$ cat src/design/stl_pkg.sv
package stl_pkg;
   // Control loop timing
   localparam int CLK_HZ = 20_000_000;
   localparam int LOOP_PERIOD_US = 1000;
   localparam int LOOP_CYCLES = (CLK_HZ / 1_000_000) * LOOP_PERIOD_US;
   localparam int LOOP_MS = 1;

   // Link type codes seen on the step interface
   localparam logic [7:0] LT_TIMER_START_OR_EXPIRED = 8'h54;
   localparam logic [7:0] LT_TIMER_NOT_EXPIRED = 8'h74;
   localparam logic [7:0] LT_WAIT_BITS = 8'h57;

   localparam int TIMER_W = 16;
   localparam logic [TIMER_W-1:0] TIMER_MAX = 16'hffff;
   localparam logic [15:0] PRESET_START = 16'h0000;
   localparam int WAIT_W = 8;
   localparam int WAIT_SET_LSB = 0;
   localparam int WAIT_CLR_LSB = 8;
   localparam int AXIS_W = 2;

   // Register byte offsets
   localparam logic [7:0] REG_WAIT_SET = 8'h00;
   localparam logic [7:0] REG_WAIT_CLR = 8'h04;
   localparam logic [7:0] REG_WAIT_BITS = 8'h08;
   localparam logic [7:0] REG_STATUS = 8'h0c;
   localparam logic [7:0] REG_TIMER_SEL = 8'h10;
   localparam logic [7:0] REG_TIMER_VAL = 8'h14;

   // Status register fields
   localparam int ST_BUSY_BIT = 0;
   localparam int ST_RES_LSB = 1;
   localparam int ST_AXIS_LSB = 4;
   localparam logic [7:0] WAIT_RESET = 8'h00;

   typedef enum logic [2:0] {
      K_START = 3'h0,
      K_EXPIRED = 3'h1,
      K_NOT_EXPIRED = 3'h2,
      K_WAIT_BITS = 3'h3,
      K_OTHER = 3'h4
   } stl_kind_t;

   typedef enum logic [1:0] {
      RES_NONE = 2'h0,
      RES_LINK_NEXT = 2'h1,
      RES_SEQ_NEXT = 2'h2,
      RES_UNSUPPORTED = 2'h3
   } stl_res_t;

   typedef enum logic [1:0] {
      ST_IDLE = 2'b00,
      ST_EVAL = 2'b01,
      ST_RESP = 2'b11
   } stl_state_t;

   typedef struct packed {
      logic [7:0] link_type;
      logic [15:0] link_value;
      logic [AXIS_W-1:0] axis;
      logic poll;
   } stl_req_t;

   typedef struct packed {
      stl_res_t res;
      logic [AXIS_W-1:0] axis;
   } stl_rsp_t;
endpackage

$ cat src/design/stl_link_eval.sv
`timescale 1ns/10ps
// Summary of operation
// - Timer start link with value zero restarts axis timer, takes Link Next at once.
// - Timer expired link without polling waits until timer reaches preset, then Link Next.
// - Polled expired link: Link Next if expired, else the following step.
// - Polled not-expired link: Link Next while below preset, else following step.
// - Expired means elapsed count at or above preset.
// - Every evaluated step consumes one control loop period.
// - Two-step polling loop evaluates each condition once per two loops.
// - Wait-bit link code selects wait-bit mask evaluation.
// - Upper byte names bits needing zero, lower byte bits needing one.
// - Link Next only when all named set bits one and clear bits zero.
// - Command writes and spline processor writes modify the same wait bits.
// - One step timer per axis, separate from the fixed delay timer.
// - Expiry may be decided up to one control loop late.
module stl_link_eval #(
   parameter int NUM_AXES = 4,
   parameter int LOOP_MS = stl_pkg::LOOP_MS,
   parameter int LOOP_CYCLES = stl_pkg::LOOP_CYCLES
) (
   input wire logic clock,
   input wire logic rst,
   input wire logic req_valid,
   input wire stl_pkg::stl_req_t req,
   output logic req_ready,
   output logic rsp_valid,
   output stl_pkg::stl_rsp_t rsp,
   input wire logic rsp_ready,
   input wire logic [7:0] spline_set,
   input wire logic [7:0] spline_clr,
   output logic [7:0] wait_bits,
   output logic loop_tick,
   input wire logic [7:0] avs_address,
   input wire logic avs_read,
   input wire logic avs_write,
   input wire logic [31:0] avs_writedata,
   input wire logic [3:0] avs_byteenable,
   output logic [31:0] avs_readdata,
   output logic avs_waitrequest
);
   // Counter wide enough to hold a whole loop of clock cycles
   localparam int LC_W = $clog2(LOOP_CYCLES + 1);
   localparam int TW = stl_pkg::TIMER_W;

   stl_pkg::stl_state_t state_r;
   stl_pkg::stl_kind_t kind_r;
   logic [LC_W-1:0] loop_cnt_r;
   logic loop_tick_r;
   logic [TW-1:0] timer_r [NUM_AXES];
   logic [15:0] preset_r;
   logic [stl_pkg::AXIS_W-1:0] axis_r;
   logic poll_r;
   logic [7:0] wait_bits_r;
   logic [stl_pkg::AXIS_W-1:0] timer_sel_r;
   logic req_ready_r;
   logic rsp_valid_r;
   stl_pkg::stl_rsp_t rsp_r;
   stl_pkg::stl_res_t last_res_r;
   logic [31:0] readdata_r;
   logic waitreq_r;
   logic req_fire;
   logic bus_wr;
   logic [TW-1:0] cur_timer;
   logic expired;
   logic wait_ok;
   logic eval_done;
   stl_pkg::stl_res_t eval_res;
   logic restart;

   // Link type code to evaluation kind
   function automatic stl_pkg::stl_kind_t link_kind(input logic [7:0] ltype, input logic [15:0] lval);
      stl_pkg::stl_kind_t k;
      k = stl_pkg::K_OTHER;
      if (ltype == stl_pkg::LT_TIMER_START_OR_EXPIRED) begin
         k = (lval == stl_pkg::PRESET_START) ? stl_pkg::K_START : stl_pkg::K_EXPIRED;
      end else if (ltype == stl_pkg::LT_TIMER_NOT_EXPIRED) begin
         k = stl_pkg::K_NOT_EXPIRED;
      end else if (ltype == stl_pkg::LT_WAIT_BITS) begin
         k = stl_pkg::K_WAIT_BITS;
      end
      return k;
   endfunction

   assign req_fire = req_valid && req_ready_r;
   // A write lands only at the edge where waitrequest is already low
   assign bus_wr = avs_write && !waitreq_r;
   // Count before this tick adds to it, so expiry may be one loop late
   assign cur_timer = timer_r[axis_r];
   // Reaching the preset counts as expired, not only passing it
   assign expired = cur_timer >= preset_r;
   // Upper byte must read zero, lower byte must read one
   assign wait_ok = ((wait_bits_r & preset_r[stl_pkg::WAIT_SET_LSB +: 8]) == preset_r[stl_pkg::WAIT_SET_LSB +: 8])
      && ((wait_bits_r & preset_r[stl_pkg::WAIT_CLR_LSB +: 8]) == 8'h00);
   // Restart only at the tick that answers the start step
   assign restart = (state_r == stl_pkg::ST_EVAL) && loop_tick_r && (kind_r == stl_pkg::K_START);

   // Control loop tick; the step decision only happens on it
   always_ff @(posedge clock) begin
      if (rst) begin
         loop_cnt_r <= '0;
         loop_tick_r <= 1'b0;
      end else if (loop_cnt_r == LC_W'(LOOP_CYCLES - 1)) begin
         loop_cnt_r <= '0;
         loop_tick_r <= 1'b1;
      end else begin
         loop_cnt_r <= loop_cnt_r + 1'b1;
         loop_tick_r <= 1'b0;
      end
   end

   // Step decision for the loop tick in progress
   always_comb begin
      eval_done = 1'b0;
      eval_res = stl_pkg::RES_NONE;
      unique case (kind_r)
         stl_pkg::K_START: begin
            eval_done = 1'b1;
            eval_res = stl_pkg::RES_LINK_NEXT;
         end
         stl_pkg::K_EXPIRED: begin
            eval_done = expired || poll_r;
            eval_res = expired ? stl_pkg::RES_LINK_NEXT : stl_pkg::RES_SEQ_NEXT;
         end
         stl_pkg::K_NOT_EXPIRED: begin
            // Without polling this waits for a timer to go back, only a restart does that
            eval_done = !expired || poll_r;
            eval_res = !expired ? stl_pkg::RES_LINK_NEXT : stl_pkg::RES_SEQ_NEXT;
         end
         stl_pkg::K_WAIT_BITS: begin
            eval_done = wait_ok || poll_r;
            eval_res = wait_ok ? stl_pkg::RES_LINK_NEXT : stl_pkg::RES_SEQ_NEXT;
         end
         stl_pkg::K_OTHER: begin
            eval_done = 1'b1;
            eval_res = stl_pkg::RES_UNSUPPORTED;
         end
      endcase
   end

   // Step sequencing: accept, decide on a loop tick, answer
   always_ff @(posedge clock) begin
      if (rst) begin
         state_r <= stl_pkg::ST_IDLE;
         req_ready_r <= 1'b1;
         rsp_valid_r <= 1'b0;
         rsp_r <= '0;
         kind_r <= stl_pkg::K_OTHER;
         preset_r <= '0;
         axis_r <= '0;
         poll_r <= 1'b0;
         last_res_r <= stl_pkg::RES_NONE;
      end else begin
         unique case (state_r)
            stl_pkg::ST_IDLE: begin
               if (req_fire) begin
                  // Latch the whole step; the sequencer may drop its lines once taken
                  kind_r <= link_kind(req.link_type, req.link_value);
                  preset_r <= req.link_value;
                  axis_r <= req.axis;
                  poll_r <= req.poll;
                  req_ready_r <= 1'b0;
                  state_r <= stl_pkg::ST_EVAL;
               end
            end
            stl_pkg::ST_EVAL: begin
               // One loop per step, so a two-step poll sees each test every second loop
               if (loop_tick_r && eval_done) begin
                  rsp_valid_r <= 1'b1;
                  rsp_r.res <= eval_res;
                  rsp_r.axis <= axis_r;
                  last_res_r <= eval_res;
                  state_r <= stl_pkg::ST_RESP;
               end
            end
            stl_pkg::ST_RESP: begin
               // Answer stands until the sequencer takes it
               if (rsp_ready) begin
                  rsp_valid_r <= 1'b0;
                  req_ready_r <= 1'b1;
                  state_r <= stl_pkg::ST_IDLE;
               end
            end
         endcase
      end
   end

   // Per-axis step timers, distinct from any fixed delay timer
   always_ff @(posedge clock) begin
      if (rst) begin
         for (int i = 0; i < NUM_AXES; i++) begin
            timer_r[i] <= '0;
         end
      end else begin
         for (int i = 0; i < NUM_AXES; i++) begin
            if (restart && (axis_r == stl_pkg::AXIS_W'(i))) begin
               timer_r[i] <= '0;
            end else if (loop_tick_r) begin
               // Saturate so an expired timer stays expired
               if (timer_r[i] > stl_pkg::TIMER_MAX - TW'(LOOP_MS)) begin
                  timer_r[i] <= stl_pkg::TIMER_MAX;
               end else begin
                  timer_r[i] <= timer_r[i] + TW'(LOOP_MS);
               end
            end
         end
      end
   end

   // Wait bits: set wins over clear when both writers collide
   // A bit set and cleared in one cycle ends up set, whichever writer clears it
   always_ff @(posedge clock) begin
      if (rst) begin
         wait_bits_r <= stl_pkg::WAIT_RESET;
      end else begin
         wait_bits_r <= (wait_bits_r
            & ~spline_clr
            & ~((bus_wr && avs_address == stl_pkg::REG_WAIT_CLR && avs_byteenable[0]) ? avs_writedata[7:0] : 8'h00))
            | spline_set
            | ((bus_wr && avs_address == stl_pkg::REG_WAIT_SET && avs_byteenable[0]) ? avs_writedata[7:0] : 8'h00);
      end
   end

   // Timer readback select
   always_ff @(posedge clock) begin
      if (rst) begin
         timer_sel_r <= '0;
      end else if (bus_wr && avs_address == stl_pkg::REG_TIMER_SEL && avs_byteenable[0]) begin
         timer_sel_r <= avs_writedata[stl_pkg::AXIS_W-1:0];
      end
   end

   // Bus answer one cycle after the request; unmapped reads give zero
   always_ff @(posedge clock) begin
      if (rst) begin
         waitreq_r <= 1'b1;
         readdata_r <= '0;
      end else begin
         waitreq_r <= !((avs_read || avs_write) && waitreq_r);
         if (avs_read && waitreq_r) begin
            unique case (avs_address)
               stl_pkg::REG_WAIT_BITS: readdata_r <= {24'h000000, wait_bits_r};
               // Busy, last answer and last axis
               stl_pkg::REG_STATUS: begin
                  readdata_r <= '0;
                  readdata_r[stl_pkg::ST_BUSY_BIT] <= !req_ready_r;
                  readdata_r[stl_pkg::ST_RES_LSB +: 2] <= last_res_r;
                  readdata_r[stl_pkg::ST_AXIS_LSB +: stl_pkg::AXIS_W] <= axis_r;
               end
               stl_pkg::REG_TIMER_SEL: readdata_r <= {30'h00000000, timer_sel_r};
               stl_pkg::REG_TIMER_VAL: readdata_r <= {16'h0000, timer_r[timer_sel_r]};
               default: readdata_r <= '0;
            endcase
         end
      end
   end

   // Outputs straight from their registers
   assign req_ready = req_ready_r;
   assign rsp_valid = rsp_valid_r;
   assign rsp = rsp_r;
   assign wait_bits = wait_bits_r;
   assign loop_tick = loop_tick_r;
   assign avs_readdata = readdata_r;
   assign avs_waitrequest = waitreq_r;
endmodule

$ cat config.mk
export PLATFORM = sky130hd
export DESIGN_NAME = stl_link_eval
export DESIGN_NICKNAME = d
export VERILOG_FILES = /design/src/design/stl_pkg.sv /design/src/design/stl_link_eval.sv
export SDC_FILE = /design/constraint.sdc
export NUM_CORES = 1
export LEC_CHECK = 0
export ABC_CLOCK_PERIOD_IN_PS = 4400
export BUFFER_PORTS_ARGS = -buffer_cell sky130_fd_sc_hd__buf_2
export CAP_MARGIN = 15
export CORE_MARGIN = 3
export CORE_UTILIZATION = 50
export DETAILED_ROUTE_END_ITERATION = 10
export GPL_TIMING_DRIVEN = 1
export PLACE_DENSITY = 0.72
export SYNTH_ARGS = -nofsm -noshare
export SYNTH_HDL_FRONTEND = slang
export SYNTH_SLANG_ARGS = --single-unit
$ cat constraint.sdc
create_clock -name clock -period 4.4 [get_ports clock]
set_clock_uncertainty 0.2 [all_clocks]
set_input_delay 0.88 -clock clock [delete_from_list [all_inputs] [get_ports clock]]
set_output_delay 0.88 -clock clock [all_outputs]
set_load 0.1 [all_outputs]
-- Word-level counts from Yosys, hierarchy flattened
Memories as Yosys holds them, arrays and structs flattened. A register that Yosys moved wholly into a read port is not among the register bits.
Index checks and enable logic that the tools add are counted.
- bits in registers: 89
- RAM bits: 64
- input bits: 93
- output and inout bits: 48
- word-level logic and storage cells: 202
- memories kept: 1
- add/subtract/negate cells: 5
- magnitude comparators: 5
- equal/unequal tests: 22
- mux-type cells: 93
- bitwise logic cells: 20
- reductions and logical operators: 41
- memories (memory ; depth ; width ; rd ports ; clocked after Yosys merged registers in ; wr ports ; RTL line ; RTL):
    timer_r ; 4 ; 16 ; 6 ; 2 ; 4 ; stl_link_eval.sv:49 ; logic [TW-1:0] timer_r [NUM_AXES];
- operators by type and width (operator ; number):
    $mux W16 ; 12
    $add A16 B1 Y16 const B ; 4
    $gt A16 B16 Y1 const B ; 4
    $pmux W16 S4 ; 1
    $mux W1 ; 60
    $and A8 B8 Y8 ; 4
    $eq A8 B7 Y1 const B ; 3
    $mux W2 ; 10
    $logic_and A1 B1 Y1 ; 18
    $eq A8 B4 Y1 const B ; 2
    $eq A8 B5 Y1 const B ; 2
    $ge A16 B16 Y1 ; 1
    $logic_not A16 Y1 ; 1
    $logic_not A8 Y1 ; 2
    $mux W8 ; 2
    $not A8 Y8 ; 2
    $or A8 B8 Y8 ; 2
    $add A15 B1 Y15 const B ; 1
    $eq A15 B15 Y1 const B ; 1
    $or A1 B1 Y1 ; 12
    $pmux W2 S5 ; 1
    $mux W3 ; 3
    $reduce_and A3 Y1 ; 3
    $eq A8 B3 Y1 const B ; 1
    18 further kinds ; 34

-- Depth between registers and ports, before layout
Gate-level depths: netlist (run 1).
- word-level depth: 10
- gate-level depth with buffers: 12
- gate-level depth less buffers: 10

-- Least setup slack after synthesis (run 1)
OpenSTA, ideal clock, no wires.
- path type: register -> register
- start point: register (tool-made name)
- end point: register last_res_r[1]
- library setup time: 0.122 ns
- arrival: 3.338 ns
- data required time: 4.078 ns
- slack: 0.740 ns
- cell stages (with the launch flop): 12
- buffers on the path: 2
- clock period less this slack: 3.660 ns
- cells stage by stage: dfxtp_1 clkbuf_1 buf_2 mux4_2 ha_1 a21o_1 a21oi_1 o221ai_1 a21oi_1 mux2i_2 a31oi_4 o311a_1
- RTL lines (element ; RTL line ; RTL):
    end signal: assignment ; stl_link_eval.sv:151 ; last_res_r <= stl_pkg::RES_NONE;
    end signal: assignment ; stl_link_eval.sv:171 ; last_res_r <= eval_res;
    end: declaration ; stl_link_eval.sv:58 ; stl_pkg::stl_res_t last_res_r;

==> results of run 1 <==
-- registers in the layout, indices dropped and copies added, names as in the netlist, 3 cells and up, named ones only --
signal / count
wait_bits: 8
avs_readdata: 16
loop_cnt_r: 15
preset_r: 16
timer_r: 64
kind_r: 3
-- critical path, cell delays in order (launching register included) --
cell and delay (ns):
dfxtp_1 0.30, buf_4 0.30, mux4_2 0.54, ha_1 0.33
and3_1 0.19, o21ai_0 0.24, o311ai_2 0.21, a21oi_1 0.27
mux2i_2 0.35, a31oi_4 0.19, o311a_1 0.38
-- worst max-delay path by stage --
stage	endpoint	start	slack [ns]
finish	last_res_r[1]$_SDFFE_PP0P_	flip-flop	0.78
global route	last_res_r[1]$_SDFFE_PP0P_	flip-flop	0.59
CTS	last_res_r[1]$_SDFFE_PP0P_	flip-flop	0.78
detailed placement	last_res_r[1]$_SDFFE_PP0P_	flip-flop	0.85
global placement	last_res_r[1]$_SDFFE_PP0P_	flip-flop	0.87
floorplan	last_res_r[1]$_SDFFE_PP0P_	flip-flop	0.74
-- logic make-up (layout without fill, tap and decap cells) --
| kind of cell | Yosys count | count (layout) | synth area share |
|---|---|---|---|
| multiplexers | 49 | 49 | 0.1110 |
| flip-flops | 141 | 141 | 0.4278 |
| adder cells (fa/ha/maj) | 25 | 25 | 0.03863 |
| AO/OA/AOI/OAI | 173 | 173 | 0.1399 |
| AND/OR/NAND/NOR | 289 | 289 | 0.1734 |
| XOR/XNOR | 53 | 53 | 0.05733 |
| other | 1 | 16 | 0.0004632 |
| buffers and inverters | 91 | 183 | 0.05161 |
-- cell usage in the layout (no fill, tap or decap), types with 3 or more instances in the layout --
master     instances
a21oi_1           97
buf_2             97
nand2_1           79
nor2_1            77
dfxtp_1           77
edfxtp_1          64
inv_1             37
mux4_2            32
xor2_1            32
nand3_1           29
ha_1              25
nand4_1           23
a311oi_1          22
xnor2_1           21
clkbuf_16         17
and3_1            16
conb_1            16
buf_4             16
nor3_1            14
a22oi_1           14
mux2i_1           13
and2_1            10
nand2b_1          10
o21ai_0            8
nor4_1             5
inv_6              5
nor2b_1            4
o21ai_1            4
and4_1             4
or2_2              4
a21o_1             4
clkinv_4           4
o21a_1             3
mux2_2             3
a221oi_1           3
and4b_1            3
a211oi_1           3
-- power by group through the flow --
stage / logic [mW] / clock network (mW) / registers [mW]
6_report: 0.446 / 1.44 / 1.49
5_1_grt: 0.484 / 1.51 / 1.49
4_1_cts: 0.447 / 1.45 / 1.48
3_3_place_gp: 0.437 / 0 / 1.51
2_1_floorplan: 0.283 / 0 / 1.56
3_5_place_dp: 0.443 / 0 / 1.51
-- final cells by class --
type / count / area (um^2) / share of cell area
Clock inverter: 14 / 156.4 / 0.01674
Clock buffer: 18 / 429.2 / 0.04594
Sequential cell: 141 / 3463 / 0.3707
Inverter: 38 / 142.6 / 0.01527
Tap cell: 211 / 264.0 / 0.02826
Multi-Input combinational cell: 605 / 4282 / 0.4583
Timing Repair Buffer: 113 / 605.6 / 0.06482
-- metal layers --
layer  wire length (um)  vias to the layer above
li1                   -                     3192
met2               9971                      270
met5                  0                        -
met4                582                        0
met3               1448                       33
met1               9057                     3171
==> results.toml, run 1 <==
[global_route]
busiest_layer = "met2"
grt_start_max_net_pins = 44
use_met1 = 0.3136
grt_pass1_wl_um = 33100
track_usage = 0.2371
grt_pass1_vias = 6258
grtUsageMet3 = 0.05627
overflow = 0
antenna_found_initial = 0
use_met2 = 0.3832

[die]
design.core.area_um2 = 15540
io_pins = 141
dieArea_um2 = 17760
rows = 45
die_w_um = 133.3
start_util = 0.5210
die_h_um = 133.3

[sta]
max_freq_mhz = 276.2
slew_headroom = 0.2445
setup_violations = 0
rsz0062_at_grt = "false"
tns_ns = 0
timing.hold.ws_ns = 0.2525
worst_slack_ns = 0.7793
fin_crit_sh = 0.8229
slew_violations = 0
hold_viol_final = 0
tightest_slew_ns = 1.126
final.min_clock_period_ns = 3.621

[clocking]
cts_tree = "yes"
numCtsBuffers = 17
clock_latency_ns = 0.43
clk_path_buf_depth = 2
cts_root_buffer = "clkbuf_16"
cts_hold_buf = 0
ctsResizeCount = 0
cts_setup_buffers = 0
clkSinkCount = 141
path_clk_slew_ns = 0.06
htree_levels = 4

[synthesis]
ys_seq_area_frac = 0.4278
synth_top_area_share = 0.2374
yosysMostFrequentCell = "a21oi_1"
ys.flop_type = "dfxtp_1"
synthTopCellsByArea = "edfxtp_1 (24%), dfxtp_1 (19%), mux4_2 (8.9%)"
ys_warn_count = 0
synth-seq-cells = 141
yosysTopAreaCell = "edfxtp_1"
syn-cell-area_um2 = 8097
syn_inst = 822
synth_cell_types = 58
synth_common_cells = "a21oi_1 (97), nand2_1 (79), dfxtp_1 (77), nor2_1 (77), edfxtp_1 (64)"
syn_area_per_cell_um2 = 9.850
synth_edf_count = 64
async_flop_share = 0

[drt]
via_per_inst = 5.847
wirelength_um = 21060
ant_nets = 0
wl_per_cell_um = 18.47
drtPass1Iterations = 6
route.vias.total = 6666
drt_drc_violations_left = 0
dr.first_iter.drc_count = 640

[worst_setup_path]
rrSetupSlack_ns = 0.78
crit_fanout = 16
worstPathArrival_ns = 3.74
critical_path_class = "flip-flop to flip-flop"
startpoint_type = "flip-flop"
r2r_end = "last_res_r[1]$_SDFFE_PP0P_"
endpoint_kind = "flip-flop"
reg2regPathDepth = 10
crit_required_ns = 4.52

[power]
p_switching_mw = 0.9630
combPwrFrac = 0.132
swShare = 0.2857
vdd_ir_drop_max_uv = 277.8
seqPwrFrac = 0.441
power.share.clock = 0.427
intPower_mw = 2.407
powerDensity_nw_per_um2 = 360.7
power_leakage_nw = 3.501
p_total_mw = 3.370

[worst_hold_path]
hold_path_end = "avs_waitrequest$_SDFF_PP1_"
min_path_cells = 1
min_from = "avs_waitrequest$_SDFF_PP1_"
hold_class = "flip-flop to flip-flop"

[cells_and_area]
drive_gt1_frac = 0.2099
layout.filler_cells = 1341
antennaDiodeCount = 0
fin_util = 0.6012
stdcell_count = 1140
layout.nets = 1034
final_cell_area_um2 = 9343
syn_to_final_growth_pct = 15.39

[placement]
dp_hpwl_um = 15230
place_ws_ns = 0.8512
numPortBuffers = 97
dpl_cell_area_um2 = 8750
dp_cells = 1107
gp_congestion = 0.9318

[status]
outcome = "finished, final reports clean"

[run]
cap_violations = 0
No activity file was read; power rests on OpenSTA's default activity.
==> run 2: changes to the inputs <==
ABC_CLOCK_PERIOD_IN_PS = 3450   (was 4400)
clock period = 3.45 ns   (was 4.4 ns; I/O delays follow)
==> results.toml, run 2 (same netlist as run 1, synthesis figures left out) <==
[global_route]
use_met1 = 0.3216
overflow = 0
grtUsageMet3 = 0.05778
grt_pass1_wl_um = 35020
busiest_layer = "met2"
track_usage = 0.2533
use_met2 = 0.4162
grt_start_max_net_pins = 39
antenna_found_initial = 0
grt_pass1_vias = 6508

[worst_setup_path]
rrSetupSlack_ns = 0.04
critPathCapture = "rsp[1]$_SDFFE_PP0P_"
slowest_delay_ns = 0.49
critPathSlowestCell = "a2111oi_4"
reg2regPathDepth = 13
startpoint_type = "flip-flop"
worstPathArrival_ns = 3.58
endpoint_kind = "flip-flop"
crit_chain = "buf_12, buf_8, buf_4, mux4_2, ha_1, and3_1, o21ai_2, o311ai_4, a2111oi_4, o31ai_2, a31oi_4, buf_4, mux2i_1"
path_common_cell = "buf_4"
crit_buf_inv = 4
crit_required_ns = 3.62
cp.depth = 13
crit_fanout = 9
crit_family = "compound AO/OA/AOI/OAI gates"
r2r_end = "rsp[1]$_SDFFE_PP0P_"
critical_path_class = "flip-flop to flip-flop"

[power]
p_switching_mw = 1.304
intPower_mw = 3.047
swShare = 0.2997
seqPwrFrac = 0.431
power.share.clock = 0.415
p_total_mw = 4.351
vdd_ir_drop_max_uv = 378.3
combPwrFrac = 0.154
powerDensity_nw_per_um2 = 443.8
power_leakage_nw = 3.776

[sta]
setup_violations = 0
slew_headroom = 0.5073
fin_crit_sh = 0.9870
final.min_clock_period_ns = 3.405
hold_viol_final = 0
max_freq_mhz = 293.7
timing.hold.ws_ns = 0.2453
slew_violations = 0
tightest_slew_ns = 0.7372
tns_ns = 0

[worst_hold_path]
hold_class = "flip-flop to flip-flop"
min_from = "avs_waitrequest$_SDFF_PP1_"

[cells_and_area]
layout_commonest_cell = "buf_2"
multi_input_area_um2 = 4324
syn_to_final_growth_pct = 21.08
largest_register = "timer_r"
stdcell_count = 1193
layout.nets = 1087
layout.filler_cells = 1258
antennaDiodeCount = 0
fin_util = 0.6308
final_cell_mix = "buf_2 (97), a21oi_1 (95), nand2_1 (79)"
drive_gt1_frac = 0.2617
largest_reg_flops = 64
seq_area_um2 = 3465

[placement]
dp_hpwl_um = 16670
dp_cells = 1151
numPortBuffers = 97
gp_congestion = 0.9856

[die]
start_util = 0.5210
design.core.area_um2 = 15540
io_pins = 141
die_h_um = 133.3
rows = 45
die_w_um = 133.3
dieArea_um2 = 17760

[clocking]
htree_levels = 4
cts_tree = "yes"
clock_latency_ns = 0.44
cts_root_buffer = "clkbuf_16"
path_clk_slew_ns = 0.06
clkSinkCount = 141
numCtsBuffers = 17
clk_path_buf_depth = 2
cts_hold_buf = 0

[drt]
route.vias.total = 7043
dr.first_iter.drc_count = 705
ant_nets = 0
drtPass1Iterations = 5
via_per_inst = 5.904
drt_drc_violations_left = 0
wl_per_cell_um = 19.44
wirelength_um = 23190

[run]
cap_violations = 0

[status]
outcome = "finished, final reports clean"
## run 2: cell count changes in the layout (fill, tap and decap cells not counted), moves of 2 or more
cell	before	now
a21oi_2	0	2
bufinv_16	2	0
a21oi_1	97	95
buf_4	16	67
inv_8	0	3
## run 2: through the flow
stage | worst slack, ns | cell area, um^2
3_5_place_dp | -0.008458 | 9087
5_1_grt | -0.04440 | 9803
6_report | 0.04493 | 9803
3_3_place_gp | 0.06149 | 9087
4_1_cts | 0.005729 | 9682
2_1_floorplan | 0.05685 | 8158
## run 2: per-layer routing
layer  vias up  wire length, um
met1      3341             9300
met3        68             1872
met5         -                0
li1       3300                -
met2       334            11160
met4         0              851
## run 2: worst min path at each step
stage	endpoint	slack (ns)	depth (start not counted)
after global placement	avs_waitrequest$_SDFF_PP1_	0.23	1
after detailed placement	avs_waitrequest$_SDFF_PP1_	0.23	1
final	avs_waitrequest$_SDFF_PP1_	0.25	1
after CTS	avs_waitrequest$_SDFF_PP1_	0.25	1
after floorplan	loop_cnt_r[0]$_SDFF_PP0_	0.23	1
after global routing	wait_bits[5]$_SDFF_PP0_	0.28	3
## run 2: area by class of cell
class | count | area share
clock buffer | 19 | 0.04735
inverter | 38 | 0.01455
clock inverter | 13 | 0.01225
multi-input combinational | 605 | 0.4411
timing repair buffer | 166 | 0.1044
sequential | 141 | 0.3534
tap | 211 | 0.02693
## run 2: power groups by stage
stage	Sequential [mW]	Clock, mW	Combinational [mW]
2_1_floorplan	1.98	0	0.361
3_3_place_gp	1.91	0	0.610
3_5_place_dp	1.91	0	0.622
4_1_cts	1.87	1.83	0.632
5_1_grt	1.88	1.91	0.710
6_report	1.88	1.81	0.668
## run 2: what timing repair did
action | in CTS | in global routing
gates cloned | 0 | 0
buffers inserted | 0 | 10
setup endpoints to repair | 1 | 4
resized for setup | 2 | 9
pin swaps | 0 | 5
hold endpoints to repair | 0 | 0
## run 2: worst reg2reg max path, cell delays in order, from the launching register on
cell,delay [ns]
dfxtp_2,0.35
buf_12,0.14
buf_8,0.16
buf_4,0.13
mux4_2,0.48
ha_1,0.20
and3_1,0.17
o21ai_2,0.18
o311ai_4,0.16
a2111oi_4,0.49
o31ai_2,0.15
a31oi_4,0.22
buf_4,0.16
mux2i_1,0.16
==> run 3: changes to the inputs <==
PLACE_DENSITY = unset   (was 0.72)
PLACE_DENSITY_LB_ADDON = 0.1   (was unset)
==> results.toml, run 3 (same netlist as run 1, synthesis figures left out) <==
[placement]
dp_hpwl_um = 17810
gp_congestion = 0.9489
place_ws_ns = -0.06198
numPortBuffers = 97

[worst_setup_path]
reg2regPathDepth = 14
rrSetupSlack_ns = 0.08
worstPathArrival_ns = 3.52
critPathSlowestCell = "mux4_2"
slowest_delay_ns = 0.54
r2r_end = "rsp[0]$_SDFFE_PP0P_"
crit_required_ns = 3.60
crit_chain = "buf_12, buf_6, mux4_2, ha_1, a21o_1, a21oi_2, o221ai_2, buf_4, a2111oi_4, buf_4, o31ai_4, a31oi_4, buf_6, mux2i_1"
startpoint_type = "flip-flop"
endpoint_kind = "flip-flop"
crit_fanout = 11
critical_path_class = "flip-flop to flip-flop"

[die]
io_pins = 141
die_h_um = 133.3
start_util = 0.5210
dieArea_um2 = 17760
die_w_um = 133.3
rows = 45
design.core.area_um2 = 15540

[global_route]
overflow = 0
track_usage = 0.2639
grt_start_max_net_pins = 35
antenna_found_initial = 0
grt_pass1_vias = 6685
grt_pass1_wl_um = 36760

[power]
power.share.clock = 0.426
seqPwrFrac = 0.423
powerDensity_nw_per_um2 = 451.4
swShare = 0.2716
vdd_ir_drop_max_uv = 320.1
p_switching_mw = 1.212
power_leakage_nw = 3.784
intPower_mw = 3.251
combPwrFrac = 0.151

[sta]
slew_violations = 0
fin_crit_sh = 0.9771
slew_headroom = 0.5802
hold_viol_final = 0
max_freq_mhz = 296.6
worst_slack_ns = 0.07893
setup_violations = 0
tns_ns = 0
final.min_clock_period_ns = 3.371
rsz0062_at_grt = "true"
tightest_slew_ns = 0.6280

[clocking]
clk_path_buf_depth = 2
numCtsBuffers = 17
htree_levels = 4
cts_hold_buf = 0
cts_tree = "yes"
clkSinkCount = 141
path_clk_slew_ns = 0.06
clock_latency_ns = 0.42
cts_root_buffer = "clkbuf_16"

[status]
outcome = "finished, final reports clean"

[cells_and_area]
layout.nets = 1085
largest_reg_flops = 64
final_cell_mix = "buf_2 (97), a21oi_1 (95), nand2_1 (78)"
antennaDiodeCount = 0
layout.filler_cells = 1287
drive_gt1_frac = 0.2602
layout_commonest_cell = "buf_2"
largest_register = "timer_r"
syn_to_final_growth_pct = 22.10

[drt]
ant_nets = 0
via_per_inst = 6.016
drtPass1Iterations = 5
dr.first_iter.drc_count = 773
drt_drc_violations_left = 0
wirelength_um = 23790
route.vias.total = 7165
wl_per_cell_um = 19.97

[run]
cap_violations = 0

[worst_hold_path]
hold_path_end = "avs_waitrequest$_SDFF_PP1_"
min_from = "avs_waitrequest$_SDFF_PP1_"
min_path_cells = 1
hold_class = "flip-flop to flip-flop"
[run 3: power by group through the flow]
stage / Combinational [mW] / Sequential [mW] / Clock, mW
finish: 0.674 / 1.89 / 1.90
global route: 0.720 / 1.89 / 2.01
CTS: 0.620 / 1.88 / 1.93
detailed placement: 0.616 / 1.92 / 0
global placement: 0.604 / 1.91 / 0
floorplan: 0.361 / 1.98 / 0
[run 3: how the worst max path moves through the flow]
| stage | start | end | slack, ns | cells past startpoint |
|---|---|---|---|---|
| finish | flip-flop | rsp[0]$_SDFFE_PP0P_ | 0.08 | 14 |
| global route | flip-flop | rsp[0]$_SDFFE_PP0P_ | -0.09 | 14 |
| CTS | flip-flop | rsp[0]$_SDFFE_PP0P_ | 0.02 | 13 |
| detailed placement | flip-flop | last_res_r[1]$_SDFFE_PP0P_ | -0.06 | 10 |
| global placement | flip-flop | last_res_r[1]$_SDFFE_PP0P_ | 0.04 | 10 |
| floorplan | flip-flop | last_res_r[1]$_SDFFE_PP0P_ | 0.06 | 11 |
[run 3: metrics by stage]
step	std cells	power, mW	instance area, um^2	util	hold slack, ns
3_3_place_gp	1149	2.519	9072	0.5838	0.2291
6_report	1191	4.463	9886	0.6362	0.2531
3_5_place_dp	1149	2.534	9072	0.5838	0.2357
4_1_cts	1181	4.434	9686	0.6233	0.2478
5_1_grt	1191	4.624	9886	0.6362	0.2657
2_1_floorplan	837	2.345	8158	-	0.2260
[run 3: layout make-up]
type	instances	area (um^2)	area share
Clock buffer	20	436.7	0.04417
Clock inverter	12	171.4	0.01734
Inverter	38	142.6	0.01443
Multi-Input combinational cell	605	4390	0.4441
Sequential cell	141	3465	0.3505
Tap cell	211	264.0	0.02671
Timing Repair Buffer	164	1016	0.1028
[run 3: critical path, delay by kind of cell (launching register included)]
family | cells | cell delay [ns]
multiplexers | 2 | 0.71
AO/OA/AOI/OAI | 6 | 1.06
flip-flops | 1 | 0.34
adder cells (fa/ha/maj) | 1 | 0.20
buffers and inverters | 5 | 0.79
[run 3: what timing repair did]
action                                  4_1_cts  5_1_grt
gates resized for setup                       1       20
pin swaps                                     0        9
hold endpoints to repair                      0        0
endpoints found under the setup margin        5        6
setup buffers                                 0       10
[run 3: routing by layer]
| metal | part of all wire | GRT usage | wire, um | vias up |
|---|---|---|---|---|
| met5 | 0 | 0 | 0 | - |
| li1 | - | - | - | 3285 |
| met1 | 0.40 | 0.3534 | 9544 | 3423 |
| met4 | 0.030 | 0.07771 | 708 | 0 |
| met2 | 0.47 | 0.4312 | 11260 | 407 |
| met3 | 0.095 | 0.06080 | 2271 | 50 |
